**src/rtl/cmc_consts.svh**
```systemverilog
// register offsets, field positions, reset values and code constants of the mode control block
`ifndef CMC_CONSTS_SVH
`define CMC_CONSTS_SVH
`define CMC_MODE_OFS 12'h000
`define CMC_STAT_OFS 12'h004
`define CMC_CAL_OFS 12'h008
`define CMC_CAL_STRIDE 12'h008
`define CMC_ADDR_BITS 12
`define CMC_POL_BIT 12
`define CMC_PEN_BIT 11
`define CMC_PB1_BIT 10
`define CMC_PB0_BIT 9
`define CMC_WID_BIT 8
`define CMC_REF_BIT 7
`define CMC_RSV_BIT 6
`define CMC_SPAN_HI 5
`define CMC_SPAN_LO 4
`define CMC_CKD_BIT 3
`define CMC_OSC_BIT 2
`define CMC_PAIR_HI 1
`define CMC_PAIR_LO 0
`define CMC_MODE_RST 16'h0030
`define CMC_MODE_WMASK 16'h1FBF
`define CMC_OFS_RST 24'h800000
`define CMC_GAIN_RST 24'h500000
`define CMC_DAC_NONE 8'h20
`define CMC_LEN_SHORT 5'h10
`define CMC_LEN_LONG 5'h18
`endif

```
**src/rtl/cmc_pkg.sv**
```systemverilog
// types shared by the converter mode control block
package cmc_pkg;
   typedef enum logic [1:0] {SPAN_10MV = 2'h0, SPAN_20MV = 2'h1, SPAN_40MV = 2'h2,
      SPAN_80MV = 2'h3} cmc_span_t;
   typedef struct packed {
      logic unipolar;
      logic port_output_enable;
      logic [1:0] port_output_bits;
      logic result_width_select;
      logic reference_scale_select;
      logic rsv;
      cmc_span_t input_span_select;
      logic clock_output_disable;
      logic open_sensor_current_enable;
      logic [1:0] input_pair_select;
   } cmc_mode_t;
   typedef struct packed {
      logic pos_first_pos;   // positive mux leg: first_pos_input
      logic pos_first_neg;   // positive mux leg: first_neg_input
      logic pos_second_pos;  // positive mux leg: second_pos_input_port1
      logic neg_first_neg;   // negative mux leg: first_neg_input
      logic neg_second_neg;  // negative mux leg: second_neg_input_port0
   } cmc_mux_t;
   typedef enum logic [2:0] {CAL_IDLE = 3'b001, CAL_OFFSET = 3'b010,
      CAL_GAIN = 3'b100} cmc_cal_st_t;
endpackage

```
**src/rtl/cmc_mode_ctrl.sv**
```systemverilog
// mode control field register and decode for a bridge converter, AHB-Lite slave
`include "cmc_consts.svh"

// Overview of operation
// - polarity bit 0: bipolar offset-binary coding of results
// - polarity bit 1: unipolar straight binary coding of results
// - port enable 1 turns second input pins into driven digital outputs
// - enabled port pins drive written bit levels until rewritten or disabled
// - width bit selects 16 or 24 bit result reads
// - span field selects 10, 20, 40 or 80 mV, reset 80 mV
// - clock output disable holds clock output pin low
// - with clock output off, conversion runs only on external clock
// - open-sensor bit enables source on positive, sink on negative input
// - pair select picks inputs and calibration pair per table
// - three offset and gain calibration register pairs, indexed by pair
// - span applies after offset DAC subtraction, 0x20 means none
// - calibration updates selected pair then returns to idle
module cmc_mode_ctrl
   import cmc_pkg::*;
(
   input wire logic hclk,                // system clock
   input wire logic hresetn,             // async reset, low
   input wire logic hsel,                // slave select
   input wire logic [31:0] haddr,        // byte address
   input wire logic [1:0] htrans,        // transfer type
   input wire logic hwrite,              // write strobe
   input wire logic [2:0] hsize,         // transfer size
   input wire logic hready,              // bus ready in
   input wire logic [31:0] hwdata,       // write data
   output logic [31:0] hrdata,           // read data
   output logic hreadyout,               // slave ready
   output logic hresp,                   // always okay
   input wire logic [23:0] raw_result,   // signed modulator result
   input wire logic raw_valid,           // result strobe
   output logic [23:0] result_word,      // coded, width-trimmed result
   output logic [4:0] result_len,        // serial bits per data read
   output logic [1:0] port_pin_o,        // port pin levels [1]=pos2 [0]=neg2
   output logic [1:0] port_pin_oe,       // port pin drivers
   output logic clock_out,               // master clock output pin level
   input wire logic ext_clock_src,       // strap: 1 external clock
   output logic conv_clock_run,          // conversion clock runs
   output logic ref_scale_high,          // reference scale to analog
   output cmc_span_t span_sel,           // span to analog front end
   output logic [7:0] span_offset_dac,   // offset dac to subtract first
   output logic src_pos_en,              // source current on positive
   output logic sink_neg_en,             // sink current on negative
   output cmc_mux_t mux_sel,             // input mux legs
   output logic [1:0] cal_pair_idx,      // calibration pair in use
   input wire logic cal_start,           // calibration begins
   input wire logic cal_is_gain,         // 1 gain, 0 offset
   input wire logic cal_done,            // calibration value ready
   input wire logic [23:0] cal_value,    // measured coefficient
   output logic cal_busy,                // calibration running
   output logic cal_to_idle,             // pulse: return to idle mode
   output logic [23:0] cal_offset,       // offset coefficient in use
   output logic [23:0] cal_gain          // gain coefficient in use
);

   cmc_mode_t mode_r;
   logic [15:0] mode_bits;
   logic [7:0] dac_r;
   logic [23:0] ofs_r [0:2];
   logic [23:0] gain_r [0:2];
   logic ph_wr_r;
   logic ph_rd_r;
   logic [`CMC_ADDR_BITS-1:0] ph_addr_r;
   logic ext_s1_r;
   logic ext_s2_r;
   logic ext_sel_r;
   logic [1:0] cal_pair_r;
   cmc_cal_st_t cal_st_r;
   logic [23:0] coded;
   logic addr_take;

   // pair index from pair select; 00 and 10 share pair 0
   function automatic logic [1:0] pair_of(input logic [1:0] sel);
      unique case (sel)
         2'h0: pair_of = 2'h0;
         2'h1: pair_of = 2'h1;
         2'h2: pair_of = 2'h0;
         default: pair_of = 2'h2;
      endcase
   endfunction

   // which calibration slot a byte address hits, 3 when none
   function automatic logic [1:0] slot_of(input logic [`CMC_ADDR_BITS-1:0] a);
      logic [`CMC_ADDR_BITS-1:0] d;
      d = a - `CMC_CAL_OFS;
      slot_of = 2'h3;
      if (a >= `CMC_CAL_OFS && d < 3 * `CMC_CAL_STRIDE)
         slot_of = d[4:3];
   endfunction

   // unpack a written word into fields; the reserved bit is never stored
   function automatic cmc_mode_t mode_of(input logic [15:0] w);
      cmc_mode_t m;
      m = '0;
      m.unipolar = w[`CMC_POL_BIT];
      m.port_output_enable = w[`CMC_PEN_BIT];
      m.port_output_bits = w[`CMC_PB1_BIT:`CMC_PB0_BIT];
      m.result_width_select = w[`CMC_WID_BIT];
      m.reference_scale_select = w[`CMC_REF_BIT];
      m.rsv = 1'b0;
      m.input_span_select = cmc_span_t'(w[`CMC_SPAN_HI:`CMC_SPAN_LO]);
      m.clock_output_disable = w[`CMC_CKD_BIT];
      m.open_sensor_current_enable = w[`CMC_OSC_BIT];
      m.input_pair_select = w[`CMC_PAIR_HI:`CMC_PAIR_LO];
      mode_of = m;
   endfunction

   // pack fields into the read word; reserved and top bits read zero
   function automatic logic [15:0] word_of(input cmc_mode_t m);
      logic [15:0] w;
      w = 16'h0;
      w[`CMC_POL_BIT] = m.unipolar;
      w[`CMC_PEN_BIT] = m.port_output_enable;
      w[`CMC_PB1_BIT] = m.port_output_bits[1];
      w[`CMC_PB0_BIT] = m.port_output_bits[0];
      w[`CMC_WID_BIT] = m.result_width_select;
      w[`CMC_REF_BIT] = m.reference_scale_select;
      w[`CMC_RSV_BIT] = 1'b0;
      w[`CMC_SPAN_HI:`CMC_SPAN_LO] = m.input_span_select;
      w[`CMC_CKD_BIT] = m.clock_output_disable;
      w[`CMC_OSC_BIT] = m.open_sensor_current_enable;
      w[`CMC_PAIR_HI:`CMC_PAIR_LO] = m.input_pair_select;
      word_of = w;
   endfunction

   assign mode_bits = word_of(mode_r);
   assign addr_take = hsel & hready & htrans[1];

   // address phase latch; all transfers complete with no wait state
   always_ff @(posedge hclk or negedge hresetn)
   begin
      if (!hresetn)
      begin
         ph_wr_r <= 1'b0;
         ph_rd_r <= 1'b0;
         ph_addr_r <= '0;
      end
      else if (hready)
      begin
         ph_wr_r <= addr_take & hwrite;
         ph_rd_r <= addr_take & ~hwrite;
         ph_addr_r <= haddr[`CMC_ADDR_BITS-1:0];
      end
   end

   assign hreadyout = 1'b1;
   assign hresp = 1'b0;

   // mode register; reserved bit forced to zero since writing it is a host fault
   always_ff @(posedge hclk or negedge hresetn)
   begin
      if (!hresetn)
         mode_r <= cmc_mode_t'(13'(`CMC_MODE_RST));
      else if (ph_wr_r && ph_addr_r == `CMC_MODE_OFS)
         mode_r <= mode_of(hwdata[15:0] & `CMC_MODE_WMASK);
   end

   // offset dac value, low byte of the status word when written
   always_ff @(posedge hclk or negedge hresetn)
   begin
      if (!hresetn)
         dac_r <= `CMC_DAC_NONE;
      else if (ph_wr_r && ph_addr_r == `CMC_STAT_OFS)
         dac_r <= hwdata[7:0];
   end

   // external clock strap: two-flop synchroniser, then a held copy for status and run logic
   always_ff @(posedge hclk or negedge hresetn)
   begin
      if (!hresetn)
      begin
         ext_s1_r <= 1'b0;
         ext_s2_r <= 1'b0;
      end
      else
      begin
         ext_s1_r <= ext_clock_src;
         ext_s2_r <= ext_s1_r;
      end
   end

   always_ff @(posedge hclk)
      ext_sel_r <= ext_s2_r;

   // calibration sequencer: the pair is frozen at start so a mid-run
   // rewrite of pair select cannot misdirect the result
   always_ff @(posedge hclk or negedge hresetn)
   begin
      if (!hresetn)
      begin
         cal_st_r <= CAL_IDLE;
         cal_pair_r <= 2'h0;
      end
      else
      begin
         unique case (cal_st_r)
            CAL_IDLE:
               if (cal_start)
               begin
                  cal_pair_r <= pair_of(mode_r.input_pair_select);
                  cal_st_r <= cal_is_gain ? CAL_GAIN : CAL_OFFSET;
               end
            CAL_OFFSET, CAL_GAIN:
               if (cal_done)
                  cal_st_r <= CAL_IDLE;
            default:
               cal_st_r <= CAL_IDLE;
         endcase
      end
   end

   assign cal_busy = (cal_st_r != CAL_IDLE);
   assign cal_to_idle = cal_busy & cal_done;

   // three coefficient pairs; calibration result wins over a bus write
   genvar gi;
   generate
      for (gi = 0; gi < 3; gi++)
      begin : g_pair
         always_ff @(posedge hclk or negedge hresetn)
         begin
            if (!hresetn)
            begin
               ofs_r[gi] <= `CMC_OFS_RST;
               gain_r[gi] <= `CMC_GAIN_RST;
            end
            else if (cal_done && cal_busy && cal_pair_r == 2'(gi))
            begin
               if (cal_st_r == CAL_OFFSET)
                  ofs_r[gi] <= cal_value;
               else
                  gain_r[gi] <= cal_value;
            end
            else if (ph_wr_r && slot_of(ph_addr_r) == 2'(gi))
            begin
               if (ph_addr_r[2])
                  gain_r[gi] <= hwdata[23:0];
               else
                  ofs_r[gi] <= hwdata[23:0];
            end
         end
      end
   endgenerate

   assign cal_pair_idx = pair_of(mode_r.input_pair_select);
   assign cal_offset = ofs_r[cal_pair_idx];
   assign cal_gain = gain_r[cal_pair_idx];

   // read data driven combinationally in the data phase from the latched address
   always_comb
   begin
      logic [1:0] s;
      s = slot_of(ph_addr_r);
      hrdata = 32'h0;
      if (ph_rd_r)
      begin
         if (ph_addr_r == `CMC_MODE_OFS)
            hrdata = {16'h0, mode_bits};
         else if (ph_addr_r == `CMC_STAT_OFS)
            hrdata = {20'h0, ext_sel_r, cal_busy, cal_pair_idx, dac_r};
         else if (s != 2'h3)
            hrdata = {8'h0, ph_addr_r[2] ? gain_r[s] : ofs_r[s]};
      end
   end

   // output coding: bipolar flips the sign bit to get offset binary,
   // unipolar clamps negatives to zero
   always_comb
   begin
      if (!mode_r.unipolar)
         coded = {~raw_result[23], raw_result[22:0]};
      else if (raw_result[23])
         coded = 24'h0;
      else
         coded = {raw_result[22:0], 1'b0};
   end

   // result word; 16-bit mode keeps the upper bits, low byte zero
   always_ff @(posedge hclk or negedge hresetn)
   begin
      if (!hresetn)
         result_word <= 24'h0;
      else if (raw_valid)
         result_word <= mode_r.result_width_select ? coded :
            {coded[23:8], 8'h0};
   end

   assign result_len = mode_r.result_width_select ? `CMC_LEN_LONG : `CMC_LEN_SHORT;

   // port pins: drivers follow enable, levels follow written bits while enabled, zero otherwise
   always_ff @(posedge hclk or negedge hresetn)
   begin
      if (!hresetn)
      begin
         port_pin_o <= 2'h0;
         port_pin_oe <= 2'h0;
      end
      else
      begin
         port_pin_oe <= {2{mode_r.port_output_enable}};
         port_pin_o <= mode_r.port_output_enable ?
            mode_r.port_output_bits : 2'h0;
      end
   end

   // clock output: gated copy of the master clock, low when disabled;
   // clock-pin gating is glitch-prone, a cell library gate would be used
   assign clock_out = hclk & ~mode_r.clock_output_disable;
   assign conv_clock_run = ~mode_r.clock_output_disable | ext_sel_r;

   // analog steering outputs
   assign ref_scale_high = mode_r.reference_scale_select;
   assign span_sel = mode_r.input_span_select;
   assign span_offset_dac = dac_r;
   assign src_pos_en = mode_r.open_sensor_current_enable;
   assign sink_neg_en = mode_r.open_sensor_current_enable;

   // input mux legs per pair select
   always_comb
   begin
      mux_sel = '0;
      unique case (mode_r.input_pair_select)
         2'h0:
         begin
            mux_sel.pos_first_pos = 1'b1;
            mux_sel.neg_first_neg = 1'b1;
         end
         2'h1:
         begin
            mux_sel.pos_second_pos = 1'b1;
            mux_sel.neg_second_neg = 1'b1;
         end
         2'h2:
         begin
            mux_sel.pos_first_neg = 1'b1;
            mux_sel.neg_first_neg = 1'b1;
         end
         2'h3:
         begin
            mux_sel.pos_first_neg = 1'b1;
            mux_sel.neg_second_neg = 1'b1;
         end
      endcase
   end

endmodule // cmc_mode_ctrl

```
**config.mk**
```make
export PLATFORM = sky130hd
export DESIGN_NAME = cmc_mode_ctrl
export DESIGN_NICKNAME = d
export VERILOG_FILES = /design/src/rtl/cmc_pkg.sv /design/src/rtl/cmc_mode_ctrl.sv
export VERILOG_INCLUDE_DIRS = /design/src /design/src/rtl
export SDC_FILE = /design/constraint.sdc
export NUM_CORES = 1
export LEC_CHECK = 0
export ABC_AREA = 1
export BUFFER_PORTS_ARGS = -buffer_cell sky130_fd_sc_hd__buf_2
export CORE_ASPECT_RATIO = 1.2
export CORE_MARGIN = 1.5
export CORE_UTILIZATION = 30
export CTS_BUF_LIST = sky130_fd_sc_hd__clkbuf_4 sky130_fd_sc_hd__clkbuf_8
export CTS_CLUSTER_SIZE = 24
export DETAILED_ROUTE_END_ITERATION = 12
export GPL_TIMING_DRIVEN = 0
export HOLD_SLACK_MARGIN = 0.15
export REMOVE_ABC_BUFFERS = 1
export SLEW_MARGIN = 20
export SYNTH_ARGS = -nofsm -noshare
export SYNTH_HDL_FRONTEND = slang
export SYNTH_SLANG_ARGS = --single-unit
```
**constraint.sdc**
```tcl
create_clock -name hclk -period 6.45 [get_ports hclk]
set_clock_uncertainty 0.2 [all_clocks]
set_input_delay 0 -clock hclk [delete_from_list [all_inputs] [get_ports hclk]]
set_output_delay 0 -clock hclk [all_outputs]
set_load 0.01 [all_outputs]
```
==> flow_metrics.tcl <==
set metrics [dict create \
    path_clk_slew_ns 0.05 \
    htree_num_levels 2 \
    min_from "ext_s1_r" \
    die_y_um 222.6 \
    fin_cells 2606 \
    r2r_cells 16 \
    finalCoreUtilization_pct 42.34 \
    ctsResizeCount 0 \
    fin_nets 2166 \
    die-area_um2 41410 \
    grt_pass1_wl_mm 73.32 \
    cp.arrival_ns 6.11 \
    finalSetupTns_ns 0 \
    finalCriticalPeriod_ns 5.945 \
    reg2reg_slack_ns 0.51 \
    synth_top_area_cell "dfrtp_1" \
    p_leak_nw 8.026 \
    synthArstFlopShare_pct 99.53 \
    pin_count 266 \
    worst_ep_required_time_ns 6.62 \
    seq_area_frac_synth_pct 44.29 \
    relSlewSlack_pct 26.90 \
    fillers 4045 \
    min_path_cells 0 \
    drive_gt1_share_pct 17.95 \
    pre_cts_slack_ns 0.6176 \
    synth_top_family_by_area "simple AND/OR/NAND/NOR gates" \
    drtIter0Drc 818 \
    yosysMostFrequentCell "nand2_1" \
    r2r_end "ofs_r[34]" \
    path_cells "inv_2, ha_2, nor2_1, nor2_1, nand2_1, nor2_1, nand3_2, nor2_4, buf_16, nand3_2, buf_16, inv_2, a21oi_4, buf_16, nor2_4, o21ai_0" \
    gp_congestion 0.8275 \
    powerDensity_nw_per_um2 309.4 \
    portBuffers 219 \
    synth_mux_area_share_pct 0.1868 \
    placedCellCount 2326 \
    synthXorXnorAreaFrac_pct 0 \
    max_stage_delay_ns 0.92 \
    via_per_inst 5.038 \
    ys_ff_latch 213 \
    synthAdderAreaFrac_pct 0.1038 \
    regToRegStartpoint "ph_addr_r[3]" \
    synth_top_flop_cell "dfrtp_1" \
    critPathTopFamily "simple AND/OR/NAND/NOR gates" \
    synthesis.instances 1675 \
    placed_cell_area_um2 13810 \
    cts_made_buffers 42 \
    status "complete, no violations" \
    critPathSlowestCell "dfrtp_2" \
    finalPower_mw 5.205 \
    register_area_um2 5348 \
    yosys_warnings 0 \
    wire_per_inst_um 18.38 \
    core_area_um2 39740 \
    crit_start "ph_addr_r[3]" \
    yosysTopAreaCellShare_pct 41.29 \
    clk_latency_ns 0.56 \
    synth_compound_gate_area_share_pct 20.88 \
    grt_max_degree 92 \
    hpwl_mm 29.24 \
    ys_types 38 \
    critPathBufInv 5 \
    holdWs_ns 0.1493 \
    peakVddDrop_uv 185.9 \
    synthTopCellsByCount "nand2_1, o21ai_0, dfrtp_1" \
    drt-pass1-iter-count 5 \
    min_period_over_period_pct 92.16 \
    multi_input_area_um2 5413 \
    first_global_vias 13272 \
    hold_end "ext_s2_r" \
    hold_path_class "register to register" \
    critPathLaunchType "register" \
    yosys.area_share.simple_pct 22.69 \
    start_util_pct 30.35 \
    max_freq_mhz 168.2 \
    row_count 80 \
    overflow 0 \
    clk_path_buf_depth 3 \
    maxCapViolations 0 \
    area_delta_synth_final_pct 39.51 \
    worst_slack_ns 0.5055 \
    drc 0 \
    cts_root_buffer "clkbuf_8" \
    syn_area_um2 12060 \
    synthTopCellsByArea "dfrtp_1, nand2_1, o21ai_0" \
    setup_viol 0 \
    tightest_slew_ns 1.095 \
    synth_edf_count 0 \
    antenna_found_initial 1 \
    postLayoutCellArea_um2 16820 \
    grt_use_total_pct 23.03 \
    ant_nets 0 \
    cts_hold_buf 201 \
    crit_path_end_kind "register" \
    critPathKind "register to register" \
    drv_slew 0 \
    worstPathMaxFanout 37 \
    vias 13130 \
    rsz0062_at_grt "false" \
    cts_tree "yes" \
    synth_area_per_cell_um2 7.199 \
    totalWireLength_mm 47.89 \
    die_x_um 186.0 \
    post-cts-setup-buffers 0 \
    hold_viol_final 0 \
]
==> flip-flops by register name (all words and copies together), names as in the netlist, 2 cells and up <==
register,flops
cal_pair_r,2
cal_st_r,3
gain_r,72
mode_bits,8
ofs_r,72
ph_addr_r,12
port_pin_o,2
result_word,24
span_offset_dac,8
span_sel,2
==> cells in the final DEF, fill, tap and decap left out, types with 14 or more instances in the layout <==
| cell | count |
|---|---|
| nand2_1 | 501 |
| o21ai_0 | 221 |
| buf_2 | 218 |
| dlygate4sd3_1 | 200 |
| inv_1 | 197 |
| dfrtp_1 | 196 |
| o21ai_1 | 75 |
| clkbuf_8 | 61 |
| nor2_1 | 57 |
| a21oi_1 | 53 |
| nand3_1 | 43 |
| nand4_1 | 39 |
| o221ai_1 | 31 |
| o211ai_1 | 23 |
| o22ai_1 | 19 |
| a31oi_1 | 16 |
| conb_1 | 14 |
==> kinds of logic (layout without fill, tap and decap cells) <==
family	after synthesis	count (layout)
AOI/OAI and AO/OA	450	450
buffers and inverters	342	727
DFF	213	213
muxes	2	2
and+or+nand+nor	665	665
adders and majority gates	1	1
other	2	15
==> layer usage <==
metal  routed length, um  global-route usage, %  vias to the layer above
met1               19550                  28.45                     6279
met5                   0                      0                        -
met3                3675                  3.934                      111
met2               23130                  39.81                      557
met4                1535                  8.455                        0
li1                    -                      -                     6183
==> how the worst max path moves through the flow <==
stage | end | slack (ns) | cells past startpoint
floorplan | gain_r[24] | 0.63 | 13
global placement | gain_r[30] | -4.07 | 13
detailed placement | ofs_r[34] | 0.62 | 16
CTS | ofs_r[34] | 0.60 | 16
global route | ofs_r[31] | 0.23 | 17
finish | ofs_r[34] | 0.51 | 16
==> layout make-up <==
type	instances	area share, %
Inverter	206	4.604
Timing Repair Buffer	441	21.55
Multi-Input combinational cell	1132	32.17
Tap cell	533	3.964
Sequential cell	213	31.79
Clock inverter	6	0.3495
Clock buffer	74	5.556
Antenna cell	1	0.01487
==> where the power goes <==
part / total (mW) / internal [mW] / switching (mW)
combinational: 1.64 / 0.644 / 1.00
clock: 1.58 / 0.946 / 0.629
sequential: 1.99 / 1.76 / 0.228
(Power assumes the default switching activity.)
